<file path="src/rtl/sad_pkg.sv">
package sad_pkg;
  localparam int ADDR_W = 32;
  localparam int DATA_W = 32;
  localparam int SLOT_BITS = 12;
  localparam int NTGT = 25;

  // transfer sizes
  localparam logic [1:0] SIZE_BYTE = 2'h0;
  localparam logic [1:0] SIZE_HALF = 2'h1;
  localparam logic [1:0] SIZE_WORD = 2'h2;

  // region bounds
  localparam logic [31:0] FLASH_LO = 32'h0000_0000;
  localparam logic [31:0] FLASH_HI = 32'h0000_3FFF;
  localparam logic [31:0] SRAM_LO = 32'h2000_0000;
  localparam logic [31:0] SRAM_HI = 32'h2000_0FFF;
  localparam logic [31:0] SRAM_BB_LO = 32'h2200_0000;
  localparam logic [31:0] SRAM_BB_HI = 32'h2201_FFFF;
  localparam logic [31:0] PERI_LO = 32'h4000_0000;
  localparam logic [31:0] PERI_HI = 32'h400F_FFFF;
  localparam logic [31:0] PERI_BB_LO = 32'h4200_0000;
  localparam logic [31:0] PERI_BB_HI = 32'h43FF_FFFF;
  localparam logic [31:0] PRIV_BUS_LO = 32'hE000_0000;
  localparam logic [31:0] PRIV_BUS_HI = 32'hE00F_FFFF;
  // alias word offset bits that name the target word and bit
  localparam int BB_WORD_LSB = 7;
  localparam int BB_BIT_LSB = 2;
  localparam int BB_SPAN_MSB = 24;

  // target indices
  localparam int T_FLASH = 0;
  localparam int T_SRAM = 1;
  localparam int T_WDOG0 = 2;
  localparam int T_GPIOA = 3;
  localparam int T_GPIOB = 4;
  localparam int T_GPIOC = 5;
  localparam int T_GPIOD = 6;
  localparam int T_SSP0 = 7;
  localparam int T_UART0 = 8;
  localparam int T_UART1 = 9;
  localparam int T_GPIOE = 10;
  localparam int T_PWM = 11;
  localparam int T_TIMER0 = 12;
  localparam int T_TIMER1 = 13;
  localparam int T_TIMER2 = 14;
  localparam int T_ADC0 = 15;
  localparam int T_ACMP = 16;
  localparam int T_FLASHCTL = 17;
  localparam int T_SYSCTL = 18;
  localparam int T_TRACE_MC = 19;
  localparam int T_WATCH_TU = 20;
  localparam int T_PATCH_BU = 21;
  localparam int T_CORE_PERI = 22;
  localparam int T_TRACE_PU = 23;
  localparam int T_NONE = 24;

  // 4 kB slot bases of single-slot targets, indexed by target number 2..23
  localparam logic [31:0] SLOT_BASE [NTGT] = '{
    32'h0000_0000, 32'h0000_0000,
    32'h4000_0000, 32'h4000_4000, 32'h4000_5000, 32'h4000_6000, 32'h4000_7000,
    32'h4000_8000, 32'h4000_C000, 32'h4000_D000, 32'h4002_4000, 32'h4002_8000,
    32'h4003_0000, 32'h4003_1000, 32'h4003_2000, 32'h4003_8000, 32'h4003_C000,
    32'h400F_D000, 32'h400F_E000, 32'hE000_0000, 32'hE000_1000, 32'hE000_2000,
    32'hE000_E000, 32'hE004_0000, 32'h0000_0000
  };
  localparam int FIRST_SLOT = 2;
  localparam int LAST_SLOT = 23;
  localparam int FIRST_NOEXEC_SLOT = 2;

  typedef enum logic [4:0] {
    SAD_IDLE = 5'h01,
    SAD_READ = 5'h02,
    SAD_MODIFY = 5'h04,
    SAD_WRITE = 5'h08,
    SAD_RESP = 5'h10
  } sad_state_e;
endpackage

</file>
<file path="src/rtl/sad_region_map.sv">
`timescale 1ns/1ns
// pure address to target decode, one-hot select plus fault
module sad_region_map #(
  parameter int NTGT = sad_pkg::NTGT
) (
  input wire logic [31:0] addr,
  input wire logic fetch,
  output logic [NTGT-1:0] sel,
  output logic is_sram_bb,
  output logic is_peri_bb,
  output logic fault
);
  logic [NTGT-1:0] hit;
  wire in_flash = addr <= sad_pkg::FLASH_HI;
  wire in_sram = addr >= sad_pkg::SRAM_LO && addr <= sad_pkg::SRAM_HI;
  wire in_peri = addr >= sad_pkg::PERI_LO && addr <= sad_pkg::PERI_HI;
  wire in_priv_bus = addr >= sad_pkg::PRIV_BUS_LO && addr <= sad_pkg::PRIV_BUS_HI;
  wire no_exec_region = in_peri || in_priv_bus ||
    (addr >= sad_pkg::PERI_BB_LO && addr <= sad_pkg::PERI_BB_HI);

  genvar g;
  generate
    for (g = 0; g < NTGT; g++)
    begin : g_hit
      if (g == sad_pkg::T_FLASH)
      begin : g_f
        assign hit[g] = in_flash;
      end
      else if (g == sad_pkg::T_SRAM)
      begin : g_s
        assign hit[g] = in_sram;
      end
      else if (g == sad_pkg::T_NONE)
      begin : g_n
        assign hit[g] = 1'b0;
      end
      else
      begin : g_slot
        // one 4 kB slot per target; private bus slots only hold core blocks
        assign hit[g] = addr[31:sad_pkg::SLOT_BITS] ==
          sad_pkg::SLOT_BASE[g][31:sad_pkg::SLOT_BITS];
      end
    end
  endgenerate

  assign is_sram_bb = addr >= sad_pkg::SRAM_BB_LO && addr <= sad_pkg::SRAM_BB_HI;
  assign is_peri_bb = addr >= sad_pkg::PERI_BB_LO && addr <= sad_pkg::PERI_BB_HI;
  // fetches from execute-never space are blocked and fault
  wire no_exec_block = fetch && no_exec_region;
  wire any_hit = (|hit) || is_sram_bb || is_peri_bb;
  assign fault = !any_hit || no_exec_block;
  assign sel = (fault || is_sram_bb || is_peri_bb) ? '0 : hit;
endmodule

</file>
<file path="src/rtl/sad_decoder.sv">
`timescale 1ns/1ns
// Contract
// - fixed 4 GB map, not reprogrammable
// - reserved space faults, selects nothing
// - sram alias window maps single sram bits
// - peripheral alias window maps single bits
// - alias read-modify-write is locked, atomic
// - little-endian byte order throughout
// - byte, halfword, word; size 3 is handled as a word
// - peripherals get slot offset address
// - private bus debug slots routed to trace blocks
// - core peripheral block at 0xE000E000
// - trace port slot; other private bus faults
// - private bus holds debug, trace port and core peripheral slots
// - execute-never regions block instruction fetch
module sad_decoder #(
  parameter int NTGT = sad_pkg::NTGT
) (
  input wire logic mclk,
  input wire logic arst_n,
  // master side
  input wire logic m_req,
  input wire logic m_write,
  input wire logic m_fetch,
  input wire logic [1:0] m_size,
  input wire logic [31:0] m_addr,
  input wire logic [31:0] m_wdata,
  output logic m_ready,
  output logic m_done,
  output logic m_fault,
  output logic [31:0] m_rdata,
  // target side
  output logic [NTGT-1:0] t_sel,
  output logic t_write,
  output logic [31:0] t_addr,
  output logic [3:0] t_strb,
  output logic [31:0] t_wdata,
  output logic t_lock,
  input wire logic t_done,
  input wire logic [31:0] t_rdata
);
  sad_pkg::sad_state_e state;
  sad_pkg::sad_state_e next_state;

  logic [NTGT-1:0] dec_sel;
  logic dec_sram_bb;
  logic dec_peri_bb;
  logic dec_fault;

  sad_region_map #(
    .NTGT(NTGT)
  ) u_map (
    .addr(m_addr),
    .fetch(m_fetch),
    .sel(dec_sel),
    .is_sram_bb(dec_sram_bb),
    .is_peri_bb(dec_peri_bb),
    .fault(dec_fault)
  );

  // the map is constants only; nothing can move a range
  wire idle = state == sad_pkg::SAD_IDLE;
  assign m_ready = idle;
  wire take = idle && m_req;

  // alias address: word offset selects the target word, low bits the bit
  wire [31:0] bb_off = m_addr - (dec_sram_bb ? sad_pkg::SRAM_BB_LO : sad_pkg::PERI_BB_LO);
  wire [4:0] bb_bit = bb_off[sad_pkg::BB_WORD_LSB-1:sad_pkg::BB_BIT_LSB];
  localparam int BB_PAD = sad_pkg::ADDR_W - 1 - sad_pkg::BB_SPAN_MSB + sad_pkg::BB_WORD_LSB -
    sad_pkg::BB_BIT_LSB;
  wire [31:0] bb_word_off = {{BB_PAD{1'b0}}, bb_off[sad_pkg::BB_SPAN_MSB:sad_pkg::BB_WORD_LSB],
    {sad_pkg::BB_BIT_LSB{1'b0}}};
  wire [31:0] bb_target = (dec_sram_bb ? sad_pkg::SRAM_LO : sad_pkg::PERI_LO)
    + bb_word_off;
  wire is_bb = dec_sram_bb || dec_peri_bb;

  // alias target select reuses the region map on the target word address
  logic [NTGT-1:0] bb_sel;
  logic bb_fault;
  sad_region_map #(
    .NTGT(NTGT)
  ) u_bbmap (
    .addr(bb_target),
    .fetch(1'b0),
    .sel(bb_sel),
    .is_sram_bb(),
    .is_peri_bb(),
    .fault(bb_fault)
  );

  // byte lanes, little endian: lowest address in lowest lane
  wire [3:0] strb_sel;
  wire [31:0] wdata_lane;
  genvar b;
  generate
    for (b = 0; b < 4; b++)
    begin : g_lane
      // a lane is hit by its own byte, its half of the word, or any word access
      wire byte_hit = m_addr[1:0] == 2'(b);
      wire half_hit = m_addr[1] == ((b / 2) == 1);
      assign strb_sel[b] = (m_size == sad_pkg::SIZE_BYTE) ? byte_hit :
        (m_size == sad_pkg::SIZE_HALF) ? half_hit : 1'b1;
      // narrow data is copied onto every lane it may land in
      assign wdata_lane[8*b+:8] = (m_size == sad_pkg::SIZE_BYTE) ? m_wdata[7:0] :
        (m_size == sad_pkg::SIZE_HALF) ? m_wdata[8*(b%2)+:8] : m_wdata[8*b+:8];
    end
  endgenerate

  // slot-relative address for slotted peripherals
  logic slot_hit;
  logic [31:0] slot_off;
  always_comb
  begin
    slot_hit = 1'b0;
    slot_off = m_addr;
    for (int i = sad_pkg::FIRST_SLOT; i <= sad_pkg::LAST_SLOT; i++)
    begin
      if (dec_sel[i])
      begin
        slot_hit = 1'b1;
        slot_off = {20'h0_0000, m_addr[sad_pkg::SLOT_BITS-1:0]};
      end
    end
  end

  // held access
  logic bb_val;
  logic [4:0] bb_bit_q;
  logic bb_wr;
  logic [31:0] word_q;

  wire rd_done = t_done;
  wire [31:0] modified = bb_val ? (word_q | (32'h0000_0001 << bb_bit_q))
    : (word_q & ~(32'h0000_0001 << bb_bit_q));

  always_comb
  begin
    next_state = state;
    case (state)
      sad_pkg::SAD_IDLE:
      begin
        if (take)
        begin
          if (dec_fault || (is_bb && bb_fault))
            next_state = sad_pkg::SAD_RESP;
          else if (is_bb)
            next_state = sad_pkg::SAD_READ;
          else
            next_state = sad_pkg::SAD_WRITE;
        end
      end
      sad_pkg::SAD_READ:
      begin
        if (rd_done)
          next_state = bb_wr ? sad_pkg::SAD_MODIFY : sad_pkg::SAD_RESP;
      end
      sad_pkg::SAD_MODIFY:
        next_state = sad_pkg::SAD_WRITE;
      sad_pkg::SAD_WRITE:
      begin
        if (t_done)
          next_state = sad_pkg::SAD_RESP;
      end
      sad_pkg::SAD_RESP:
        next_state = sad_pkg::SAD_IDLE;
      default:
        next_state = sad_pkg::SAD_IDLE;
    endcase
  end

  always_ff @(posedge mclk or negedge arst_n)
  begin
    if (!arst_n)
      state <= sad_pkg::SAD_IDLE;
    else
      state <= next_state;
  end

  // captured request and target drive
  wire fault_now = dec_fault || (is_bb && bb_fault);
  wire grant = take && !fault_now;
  wire grant_bb = grant && is_bb;
  wire grant_plain = grant && !is_bb;
  wire in_read = state == sad_pkg::SAD_READ;
  wire in_modify = state == sad_pkg::SAD_MODIFY;
  wire in_write = state == sad_pkg::SAD_WRITE;
  // the select drops after the last completion, never between the two halves
  wire last_done = (in_write && t_done) || (in_read && rd_done && !bb_wr);

  // an alias into a peripheral slot hands over only the slot offset
  wire bb_slot_hit = |bb_sel[sad_pkg::LAST_SLOT:sad_pkg::FIRST_SLOT];
  wire [31:0] bb_taddr = bb_slot_hit ?
    {20'h0_0000, bb_target[sad_pkg::SLOT_BITS-1:0]} : bb_target;
  wire [31:0] plain_taddr = slot_hit ? slot_off : m_addr;

  wire [NTGT-1:0] grant_sel = is_bb ? bb_sel : dec_sel;
  wire [NTGT-1:0] next_t_sel = grant ? grant_sel : (last_done ? '0 : t_sel);
  // alias: read first, the modify cycle turns the same select into a write
  wire next_t_write = grant ? (!is_bb && m_write) :
    (in_modify ? 1'b1 : (last_done ? 1'b0 : t_write));
  wire next_t_lock = grant ? is_bb : (last_done ? 1'b0 : t_lock);
  wire [31:0] next_t_addr = grant ? (is_bb ? bb_taddr : plain_taddr) : t_addr;
  wire [3:0] next_t_strb = grant ? (is_bb ? 4'hF : strb_sel) : t_strb;
  wire [31:0] next_t_wdata = grant_plain ? wdata_lane : (in_modify ? modified : t_wdata);

  always_ff @(posedge mclk or negedge arst_n)
  begin
    if (!arst_n)
      t_sel <= '0;
    else
      t_sel <= next_t_sel;
  end

  always_ff @(posedge mclk or negedge arst_n)
  begin
    if (!arst_n)
      t_write <= 1'b0;
    else
      t_write <= next_t_write;
  end

  always_ff @(posedge mclk or negedge arst_n)
  begin
    if (!arst_n)
      t_lock <= 1'b0;
    else
      t_lock <= next_t_lock;
  end

  always_ff @(posedge mclk or negedge arst_n)
  begin
    if (!arst_n)
    begin
      t_addr <= 32'h0000_0000;
      t_strb <= 4'h0;
      t_wdata <= 32'h0000_0000;
    end
    else
    begin
      t_addr <= next_t_addr;
      t_strb <= next_t_strb;
      t_wdata <= next_t_wdata;
    end
  end

  // alias bit, value and direction held across the locked sequence
  always_ff @(posedge mclk or negedge arst_n)
  begin
    if (!arst_n)
    begin
      bb_val <= 1'b0;
      bb_bit_q <= 5'h00;
      bb_wr <= 1'b0;
    end
    else if (grant_bb)
    begin
      bb_val <= m_wdata[0];
      bb_bit_q <= bb_bit;
      bb_wr <= m_write;
    end
  end

  // response to the master
  wire read_back = in_read && rd_done;
  wire plain_back = in_write && t_done && !t_lock;
  wire next_m_fault = take ? fault_now : m_fault;
  wire [31:0] bb_bit_word = {31'h0000_0000, t_rdata[bb_bit_q]};
  wire [31:0] next_m_rdata = read_back ? bb_bit_word :
    (plain_back ? t_rdata : m_rdata);
  wire [31:0] next_word_q = read_back ? t_rdata : word_q;

  always_ff @(posedge mclk or negedge arst_n)
  begin
    if (!arst_n)
      m_done <= 1'b0;
    else
      m_done <= state == sad_pkg::SAD_RESP;
  end

  always_ff @(posedge mclk or negedge arst_n)
  begin
    if (!arst_n)
      m_fault <= 1'b0;
    else
      m_fault <= next_m_fault;
  end

  always_ff @(posedge mclk or negedge arst_n)
  begin
    if (!arst_n)
      m_rdata <= 32'h0000_0000;
    else
      m_rdata <= next_m_rdata;
  end

  always_ff @(posedge mclk or negedge arst_n)
  begin
    if (!arst_n)
      word_q <= 32'h0000_0000;
    else
      word_q <= next_word_q;
  end
endmodule

</file>
<file path="config.mk">
export PLATFORM = sky130hd
export DESIGN_NAME = sad_decoder
export DESIGN_NICKNAME = d
export VERILOG_FILES = /design/src/rtl/sad_pkg.sv /design/src/rtl/sad_region_map.sv /design/src/rtl/sad_decoder.sv
export SDC_FILE = /design/constraint.sdc
export NUM_CORES = 1
export LEC_CHECK = 0
export ABC_AREA = 1
export BUFFER_PORTS_ARGS = -buffer_cell sky130_fd_sc_hd__buf_2
export CORE_MARGIN = 5
export CORE_UTILIZATION = 35
export CTS_CLUSTER_DIAMETER = 50
export DETAILED_ROUTE_END_ITERATION = 12
export GPL_ROUTABILITY_DRIVEN = 1
export PLACE_DENSITY = 0.63
export SLEW_MARGIN = 25
export SYNTH_ARGS = -nofsm -noshare
export SYNTH_HDL_FRONTEND = slang
export SYNTH_SLANG_ARGS = --single-unit
export TNS_END_PERCENT = 100
</file>
<file path="constraint.sdc">
create_clock -name mclk -period 4.4 [get_ports mclk]
set_input_delay 0.44 -clock mclk [delete_from_list [all_inputs] [get_ports mclk]]
set_output_delay 0.44 -clock mclk [all_outputs]
set_load 0.02 [all_outputs]
</file>
==> reports/qor.yml, run 1 <==
job:
  maxCapViolations: 0
sta:
  hold_ws_ns: 0.0703
  worst_slack_ns: 1.19
  setup_violations: 0
  slew_violations: 0
  skew_ns: 0.0126
  fmax_ghz: 0.311
  finalHoldViolCount: 0
  max_slew_margin_pct: 34.2
  worstMarginPinSlew_ns: 0.987
  period_minus_slack_ns: 3.21
  fin_crit_sh_pct: 73.0
  fin_setup_tns_ns: 0
  rsz0062_at_grt: "no"
synth:
  synth-seq-area-share_pct: 47.1
  avgSynthCellArea_um2: 7.92
  yosysUniqueCellTypes: 49
  ys_seq_elements: 172
  synthesis.nets: 1258
  yosysTopAreaCellShare_pct: 46.8
  synth_edf_count: 0
  synth_area_leaders: "dfrtp_1, nand2_1, nand3_1"
  synthCells: 1154
  synthArstFlopShare_pct: 100
  synth_top_area_cell: "dfrtp_1"
  synth_ff_type: "dfrtp_1"
  syn-cell-area_um2: 9140
  synth_warnings: 0
layout:
  fin_cells: 1701
  register_area_um2: 4310
  finish.utilization_pct: 42.9
  final_area_um2: 11100
  fillers: 2687
  n_antenna_cell: 0
  final_nets: 1457
  area_growth_pct: 21.6
  drive_gt1_share_pct: 22.7
  multi_input_area_um2: 4010
global_route:
  grt-ovfl-total: 0
  grt_pass1_vias: 8996
  antenna_found_initial: 2
  grt_max_degree: 85
  grt_first_pass_wirelength_mm: 51.0
  track_usage_pct: 22.3
routing:
  drc: 0
  wl_per_cell_um: 19.5
  num_vias: 9076
  drt-pass1-iter-count: 5
  wirelength_mm: 33.2
  dr.first_iter.drc_count: 909
  drtAntennaViolNets: 0
  vias_per_cell: 5.34
cts:
  h-tree-depth: 4
  post_cts_buffers: 0
  cts_tree: "yes"
  cts_sinks: 172
  cts_made_buffers: 17
  post_cts_resized: 0
  cts.clk_slew.worst_paths_ns: 0.08
  root_buffer: "clkbuf_16"
  clk_path_buf_depth: 2
  holdBufCountCts: 0
  clk_latency_ns: 0.44
worst_setup_path:
  required_ns: 4.71
  path_class: "flip-flop to flip-flop"
  endpoint_kind: "flip-flop"
  start_kind: "flip-flop"
  critPathBufInv: 3
  path_depth: 9
  cp_slowest_cell: "nand2_1"
  rr_worst_depth: 9
  crit_family: "simple AND/OR/NAND/NOR gates"
  critPathMaxFanout: 31
  worstPathArrival_ns: 3.53
  crit_top_cell: "inv_1"
  cp_slowest_stage_delay_ns: 0.54
  cp_cell_sequence: "nor2_1 -> inv_1 -> nor4_1 -> inv_1 -> nor2_2 -> nand2_1 -> nand2_1 -> inv_1 -> a32o_1"
place:
  dp.cells: 1669
  place.gp.congestion: 0.903
  dp_slack_ns: 1.22
  io_buffers: 232
  place_area_um2: 10500
  dpl.hpwl_mm: 25.1
floorplanning:
  floorplan.rows: 59
  die_y_um: 172
  die_w_um: 172
  core_um2: 25900
  ios: 234
  die_area_um2: 29500
  start_util_pct: 35.3
power:
  ir_drop_uv: 199
  power_mw: 3.65
  p_leak_nw: 5.80
  power_density_nw_per_um2: 328
outcome:
  outcome: "finished, final reports clean"
hold_path:
  hold_path_class: "primary input to asynchronous set/reset pin"
worst reg2reg max path, cell delays in order (launching register included):
cell	delay, ns
dfrtp_1	0.42
nor2_1	0.14
inv_1	0.07
nor4_1	0.28
inv_1	0.14
nor2_2	0.38
nand2_1	0.54
nand2_1	0.27
inv_1	0.46
a32o_1	0.40
worst paths after layout:
check                           start           to  slack, ns
max in group asynchronous      arst_n  m_rdata[17]       3.19
hold / removal                 arst_n   t_wdata[6]       0.07
setup reg to reg             state[1]  m_rdata[25]       1.19
setup / recovery             state[1]  m_rdata[25]       1.19
hold reg to reg            t_addr[31]   t_addr[31]       0.47
min in group mclk               m_req     state[0]       0.20
logic make-up after synthesis:
family | count (synthesis) | share of synthesized area, %
other cells | 1 | 0.0410
flops | 172 | 47.1
compound gates | 238 | 17.0
buf+inv | 204 | 9.29
simple gates | 539 | 26.6
per-layer routing:
metal,track usage [%],wire [µm]
met1,29.2,13900
met4,7.79,1010
met2,36.1,15600
met3,5.29,2680
met5,0,19
synthesized netlist by cell type (all sizes together), types with 5 or more instances:
| cell type | n |
|---|---|
| a21boi | 17 |
| a21oi | 28 |
| a221o | 7 |
| a221oi | 5 |
| a31oi | 16 |
| a32o | 9 |
| buf | 27 |
| clkbuf | 33 |
| dfrtp | 171 |
| inv | 141 |
| nand2 | 259 |
| nand3 | 107 |
| nand3b | 8 |
| nand4 | 37 |
| nor2 | 103 |
| nor3 | 21 |
| o211ai | 34 |
| o21ai | 88 |
| o22ai | 17 |
registers in the layout, summed over array words and instances, names as in the netlist, 4 cells and up:
| register | cells |
|---|---|
| m_rdata | 32 |
| t_addr | 32 |
| t_wdata | 32 |
| word_q | 32 |
| t_sel | 24 |
| bb_bit_q | 5 |
| state | 5 |
| t_strb | 4 |
power by group:
part	total, mW	switching, mW	internal (mW)
Sequential	1.67	0.0315	1.64
Clock	1.58	0.750	0.825
Combinational	0.407	0.280	0.127
Total	3.65	1.06	2.59
layout by cell type, fill, tap and decap left out, types with 4 or more instances in the layout:
master / n
a31oi_1: 16
nand4_1: 36
nand2_2: 6
a221o_1: 7
buf_2: 231
o2111ai_1: 4
nor2_1: 91
nand3_1: 104
nor2_2: 9
a21oi_1: 28
a22oi_1: 4
nand3b_1: 8
a21boi_2: 7
inv_8: 5
inv_1: 137
a21boi_1: 8
o21ai_0: 85
o211ai_1: 34
nand2_1: 253
nor3_1: 19
a32o_1: 9
buf_4: 8
o22ai_1: 17
dfrtp_1: 171
clkinv_8: 4
clkbuf_16: 17
a221oi_1: 5
layout make-up:
class                   count  area share [%]
well taps                 335            3.77
repair buffers            240            11.0
inverters                 144            4.88
multi-input cells         778            36.0
clock buffers              17            3.83
clock inverters            15            1.74
flip-flops and latches    172            38.7
No activity file was read; power rests on OpenSTA's default activity.
==> run 2: changes to the inputs <==
--- a/config.mk
+++ b/config.mk
@@ -5,7 +5,7 @@
 export SDC_FILE = /design/constraint.sdc
 export NUM_CORES = 1
 export LEC_CHECK = 0
-export ABC_AREA = 1
+export ABC_AREA = 0
 export BUFFER_PORTS_ARGS = -buffer_cell sky130_fd_sc_hd__buf_2
 export CORE_MARGIN = 5
 export CORE_UTILIZATION = 35
==> constraint.sdc (replaced) <==
create_clock -name mclk -period 3.3 [get_ports mclk]
set_input_delay 0.33 -clock mclk [delete_from_list [all_inputs] [get_ports mclk]]
set_output_delay 0.33 -clock mclk [all_outputs]
set_load 0.02 [all_outputs]
==> run 2 against run 1 <==
- first-iteration DRC count is 20% lower
- register-to-register slack lost 0.29 ns
- non-clock buffer count is 15 higher
- clock skew is 0.0012 ns lower
- worst setup slack lost 0.52 ns
- highest routed layer is now met4
- power rose by 51%
- routed wire length decreased by 10%
- design area decreased by 0.28%
- largest cell class is now multi-input gates
- synthesized cell count decreased by 24%
==> reports/qor.yml, run 2 <==
outcome:
  outcome: "finished, final reports clean"
sta:
  fin_setup_tns_ns: 0
  skew_ns: 0.0113
  setup_violations: 0
  hold_ws_ns: 0.145
  max_slew_margin_pct: 28.2
  rsz0062_at_grt: "no"
  fmax_ghz: 0.381
  worstMarginPinSlew_ns: 1.07
  slew_violations: 0
  finalHoldViolCount: 0
  period_minus_slack_ns: 2.63
  worst_slack_ns: 0.674
  fin_crit_sh_pct: 79.6
layout:
  area_growth_pct: 22.8
  fillers: 2452
  final_nets: 1183
  fin_cells: 1421
  n_antenna_cell: 0
  drive_gt1_share_pct: 32.8
  mostFrequentLayoutCells: "buf_2, dfrtp_1, nand2_1"
  final_area_um2: 11100
  final_common_cell: "buf_2"
  finish.utilization_pct: 43.8
synth:
  synth_warnings: 0
  yosysTopAreaCellShare_pct: 47.4
  syn-cell-area_um2: 9030
  synthesis.nets: 978
  synth_most_common_cell: "dfrtp_1"
  synth-seq-area-share_pct: 47.7
  synth_area_leaders: "dfrtp_1, mux2_2, mux2i_1"
  synth_edf_count: 0
  synthTopCellsByCount: "dfrtp_1, nand2_1, a21oi_1"
  ys_seq_elements: 172
  yosysUniqueCellTypes: 74
  synth_top_area_cell: "dfrtp_1"
  synthArstFlopShare_pct: 100
  synth_ff_type: "dfrtp_1"
  avgSynthCellArea_um2: 10.3
  synthCells: 874
worst_setup_path:
  rr_startpoint: "state[3]"
  worstPathArrival_ns: 2.92
  rr_worst_depth: 7
  cp_slowest_stage_delay_ns: 0.56
  required_ns: 3.60
  start_kind: "primary input"
  crit_path_start: "m_addr[22]"
  endpoint_kind: "flip-flop"
  path_class: "primary input to flip-flop"
  critPathMaxFanout: 13
  cp_cell_sequence: "buf_2 -> nor4_4 -> and4_1 -> nor2_4 -> o41ai_4 -> nor3_2 -> buf_4 -> and2_1 -> a221o_1"
  cp_slowest_cell: "nor4_4"
cts:
  cts_made_buffers: 17
  post_cts_resized: 0
  clk_latency_ns: 0.42
  h-tree-depth: 4
  cts_sinks: 172
  root_buffer: "clkbuf_16"
  cts.clk_slew.worst_paths_ns: 0.07
  post_cts_buffers: 0
  clk_path_buf_depth: 2
  holdBufCountCts: 1
  cts_tree: "yes"
floorplanning:
  core_um2: 25300
  die_area_um2: 29100
  floorplan.rows: 58
  ios: 234
  die_y_um: 171
  start_util_pct: 35.7
  die_w_um: 171
place:
  dpl.hpwl_mm: 22.0
  io_buffers: 232
  place.gp.congestion: 0.908
  dp_slack_ns: 0.296
  place_area_um2: 10500
  dp.cells: 1389
global_route:
  track_usage_pct: 19.9
  antenna_found_initial: 0
  grt_first_pass_wirelength_mm: 45.1
  grt-ovfl-total: 0
  grt_max_degree: 76
  grt_pass1_vias: 7770
power:
  ir_drop_uv: 325
  power_mw: 5.52
  power_density_nw_per_um2: 498
  p_leak_nw: 5.23
routing:
  num_vias: 7908
  drt-pass1-iter-count: 5
  drtAntennaViolNets: 0
  drc: 0
  wirelength_mm: 29.8
  wl_per_cell_um: 20.9
  vias_per_cell: 5.57
  dr.first_iter.drc_count: 727
hold_path:
  holdCritStartpoint: "m_req"
  hold_path_depth: 2
  hold_path_class: "primary input to flip-flop"
job:
  maxCapViolations: 0
==> run 2: cell types whose count changed after synthesis, sizes merged, moves of 35 or more <==
cell and delta:
mux2i +35, o21ai -41, nand2 -167, a22o +36, a21oi +38, inv -135
mux2 +39, nand3 -73, nor2 -55
==> run 2: final timing paths <==
check | endpoint | slack (ns)
setup / recovery | t_addr[5] | 0.67
hold / removal | state[0] | 0.15
setup reg to reg | t_addr[5] | 0.90
hold reg to reg | t_sel[7] | 0.48
max in group asynchronous | state[0] | 1.88
min in group asynchronous | t_wdata[12] | 0.47
==> run 2: cell type report <==
| class | instances | area (µm²) | area share, % |
|---|---|---|---|
| clock buffer | 18 | 429 | 3.87 |
| sequential | 172 | 4310 | 38.8 |
| inverter | 6 | 22.5 | 0.203 |
| tap | 330 | 413 | 3.72 |
| multi-input combinational | 627 | 4380 | 39.5 |
| timing repair buffer | 255 | 1370 | 12.3 |
| clock inverter | 13 | 176 | 1.59 |
==> run 2: logic make-up (layout without fill, tap and decap cells) <==
| kind of cell | after synthesis | in the layout | synth area share [%] |
|---|---|---|---|
| and+or+nand+nor | 311 | 311 | 18.9 |
| AOI/OAI and AO/OA | 229 | 229 | 17.9 |
| DFF | 172 | 172 | 47.7 |
| buffers and inverters | 75 | 292 | 4.10 |
| other | 1 | 1 | 0.0415 |
| muxes | 84 | 84 | 11.2 |
| xor gates and xnor gates | 2 | 2 | 0.194 |
==> run 2: power by group <==
| part | internal (mW) | switching, mW | leakage [nW] | total, mW |
|---|---|---|---|---|
| logic | 0.368 | 0.625 | 2.67 | 0.993 |
| clock network | 1.21 | 0.915 | 0.297 | 2.13 |
| registers | 2.27 | 0.137 | 2.26 | 2.40 |
==> run 2: worst max-delay path, delay by kind of cell <==
kind,cells,cell delay (ns)
AND/OR/NAND/NOR,5,1.45
AO/OA/AOI/OAI,2,0.75
buffers and inverters,2,0.39
==> run 2: routing by layer <==
layer / global-route usage, % / part of all wire (%)
met4: 5.14 / 2.0
met3: 4.23 / 6.6
met5: 0 / 0
met1: 25.7 / 41
met2: 34.0 / 50
==> run 3: changes to the inputs <==
==> constraint.sdc (replaced) <==
create_clock -name mclk -period 2.7 [get_ports mclk]
set_input_delay 0.27 -clock mclk [delete_from_list [all_inputs] [get_ports mclk]]
set_output_delay 0.27 -clock mclk [all_outputs]
set_load 0.02 [all_outputs]
==> run 3 against run 2 <==
- core utilization is 1.7 points higher
- clock skew is 0.0025 ns lower
- critical endpoint is now m_rdata[0]
- first-iteration DRC count is 5.0% lower
- largest power group unchanged
- design area rose by 3.9%
- hold slack worse by 0.087 ns
- clock power rose by 15%
- highest routed layer is now met5
==> reports/qor.yml, run 3 (synthesis gave the netlist of run 2 again) <==
outcome:
  outcome: "finished, final reports clean"
floorplanning:
  floorplan.rows: 58
  die_area_um2: 29100
  die_w_um: 171
  start_util_pct: 35.7
  core_um2: 25300
  ios: 234
  die_y_um: 171
layout:
  fillers: 2447
  area_growth_pct: 27.6
  n_antenna_cell: 0
  final_nets: 1232
  finish.utilization_pct: 45.5
  multi_input_area_um2: 4370
  drive_gt1_share_pct: 35.8
  register_area_um2: 4310
  final_area_um2: 11500
  final_common_cell: "buf_2"
  fin_cells: 1471
  mostFrequentLayoutCells: "buf_2, dfrtp_1, nand2_1"
place:
  dpl.hpwl_mm: 23.2
  place.gp.congestion: 0.891
  dp.cells: 1438
  place_area_um2: 10900
  io_buffers: 232
cts:
  cts_sinks: 172
  cts.clk_slew.worst_paths_ns: 0.08
  clk_latency_ns: 0.43
  h-tree-depth: 4
  root_buffer: "clkbuf_16"
  clk_path_buf_depth: 2
  cts_tree: "yes"
  cts_made_buffers: 17
global_route:
  grt_max_degree: 69
  track_usage_pct: 20.5
  grt_first_pass_wirelength_mm: 46.5
  grt-ovfl-total: 0
  grt_pass1_vias: 8023
  antenna_found_initial: 1
  grtUsageMet2_pct: 34.5
  met1_usage_pct: 26.8
  busiest_layer: "met2"
  use_met3_pct: 4.09
sta:
  fmax_ghz: 0.418
  setup_violations: 0
  worstMarginPinSlew_ns: 0.970
  fin_crit_sh_pct: 88.6
  slew_violations: 0
  period_minus_slack_ns: 2.39
  max_slew_margin_pct: 35.3
  skew_ns: 0.00878
  rsz0062_at_grt: "no"
  finalHoldViolCount: 0
routing:
  drc: 0
  wl_per_cell_um: 20.6
  num_vias: 8080
  wirelength_mm: 30.3
  drtAntennaViolNets: 0
  vias_per_cell: 5.49
  drt-pass1-iter-count: 5
  dr.first_iter.drc_count: 691
worst_setup_path:
  path_class: "flip-flop to flip-flop"
  endpoint_kind: "flip-flop"
  worstPathArrival_ns: 2.69
  required_ns: 3.00
  start_kind: "flip-flop"
  critPathMaxFanout: 10
power:
  p_leak_nw: 5.48
  power_mw: 6.68
  power_density_nw_per_um2: 580
  ir_drop_uv: 309
job:
  maxCapViolations: 0
hold_path:
  hold_path_class: "primary input to flip-flop"
[run 3: cell count changes in the layout (fill, tap and decap cells not counted), sizes merged]
cell / before / now
clkinv: 2 / 4
clkinvlp: 1 / 3
buf: 254 / 303
bufinv: 3 / 0
[run 3: repair_timing]
action                                 in CTS  in global routing
setup buffers                               0                  0
hold buffers                                1                  0
endpoints found under the hold margin      52                  0
gates resized for setup                     0                  0
[run 3: where the power goes]
| group | switching [mW] | internal, mW |
|---|---|---|
| clock | 1.20 | 1.26 |
| combinational | 0.776 | 0.507 |
| sequential | 0.171 | 2.77 |
| total | 2.14 | 4.53 |
[run 3: path summary, 6_finish.rpt]
check / start / to / slack [ns] / depth (start not counted)
worst max-delay path: bb_bit_q[0] / m_rdata[0] / 0.31 / 5
worst min-delay path: m_req / state[0] / 0.06 / 2
worst max register to register: bb_bit_q[0] / m_rdata[0] / 0.31 / 5
worst min register to register: t_addr[24] / t_addr[24] / 0.48 / 1
max in group asynchronous: arst_n / t_strb[2] / 1.60 / 3
min in group asynchronous: arst_n / t_wdata[14] / 0.36 / 2
[run 3: cell type report]
cell class / count / share of cell area, %
clock buffer: 18 / 3.81
clock inverter: 14 / 1.28
inverter: 6 / 0.195
multi-input combinational: 627 / 37.9
sequential: 172 / 37.4
tap: 330 / 3.58
timing repair buffer: 304 / 15.8
[run 3: critical path, cell delays in order (launching register included)]
cell and delay [ns]:
dfrtp_1 0.75, mux4_2 0.59, mux4_2 0.48, nor2b_1 0.15, a211oi_1 0.23, a21oi_1 0.07
[run 3: layer usage]
metal / up-vias / wire, µm
met4: 2 / 754
li1: 3721 / -
met2: 322 / 14900
met5: - / 13
met1: 3989 / 12500
met3: 46 / 2160
[run 3: per-stage QoR]
step / worst slack [ns] / hold WS, ns / TNS [ns]
finish: 0.307 / 0.0585 / 0
global route: 0.150 / 0.0424 / 0
CTS: 0.271 / 0.0464 / 0
detailed placement: -0.0402 / 0.275 / -0.563
global placement: -0.0457 / 0.274 / -0.0682
floorplan: 0.213 / -0.0256 / 0
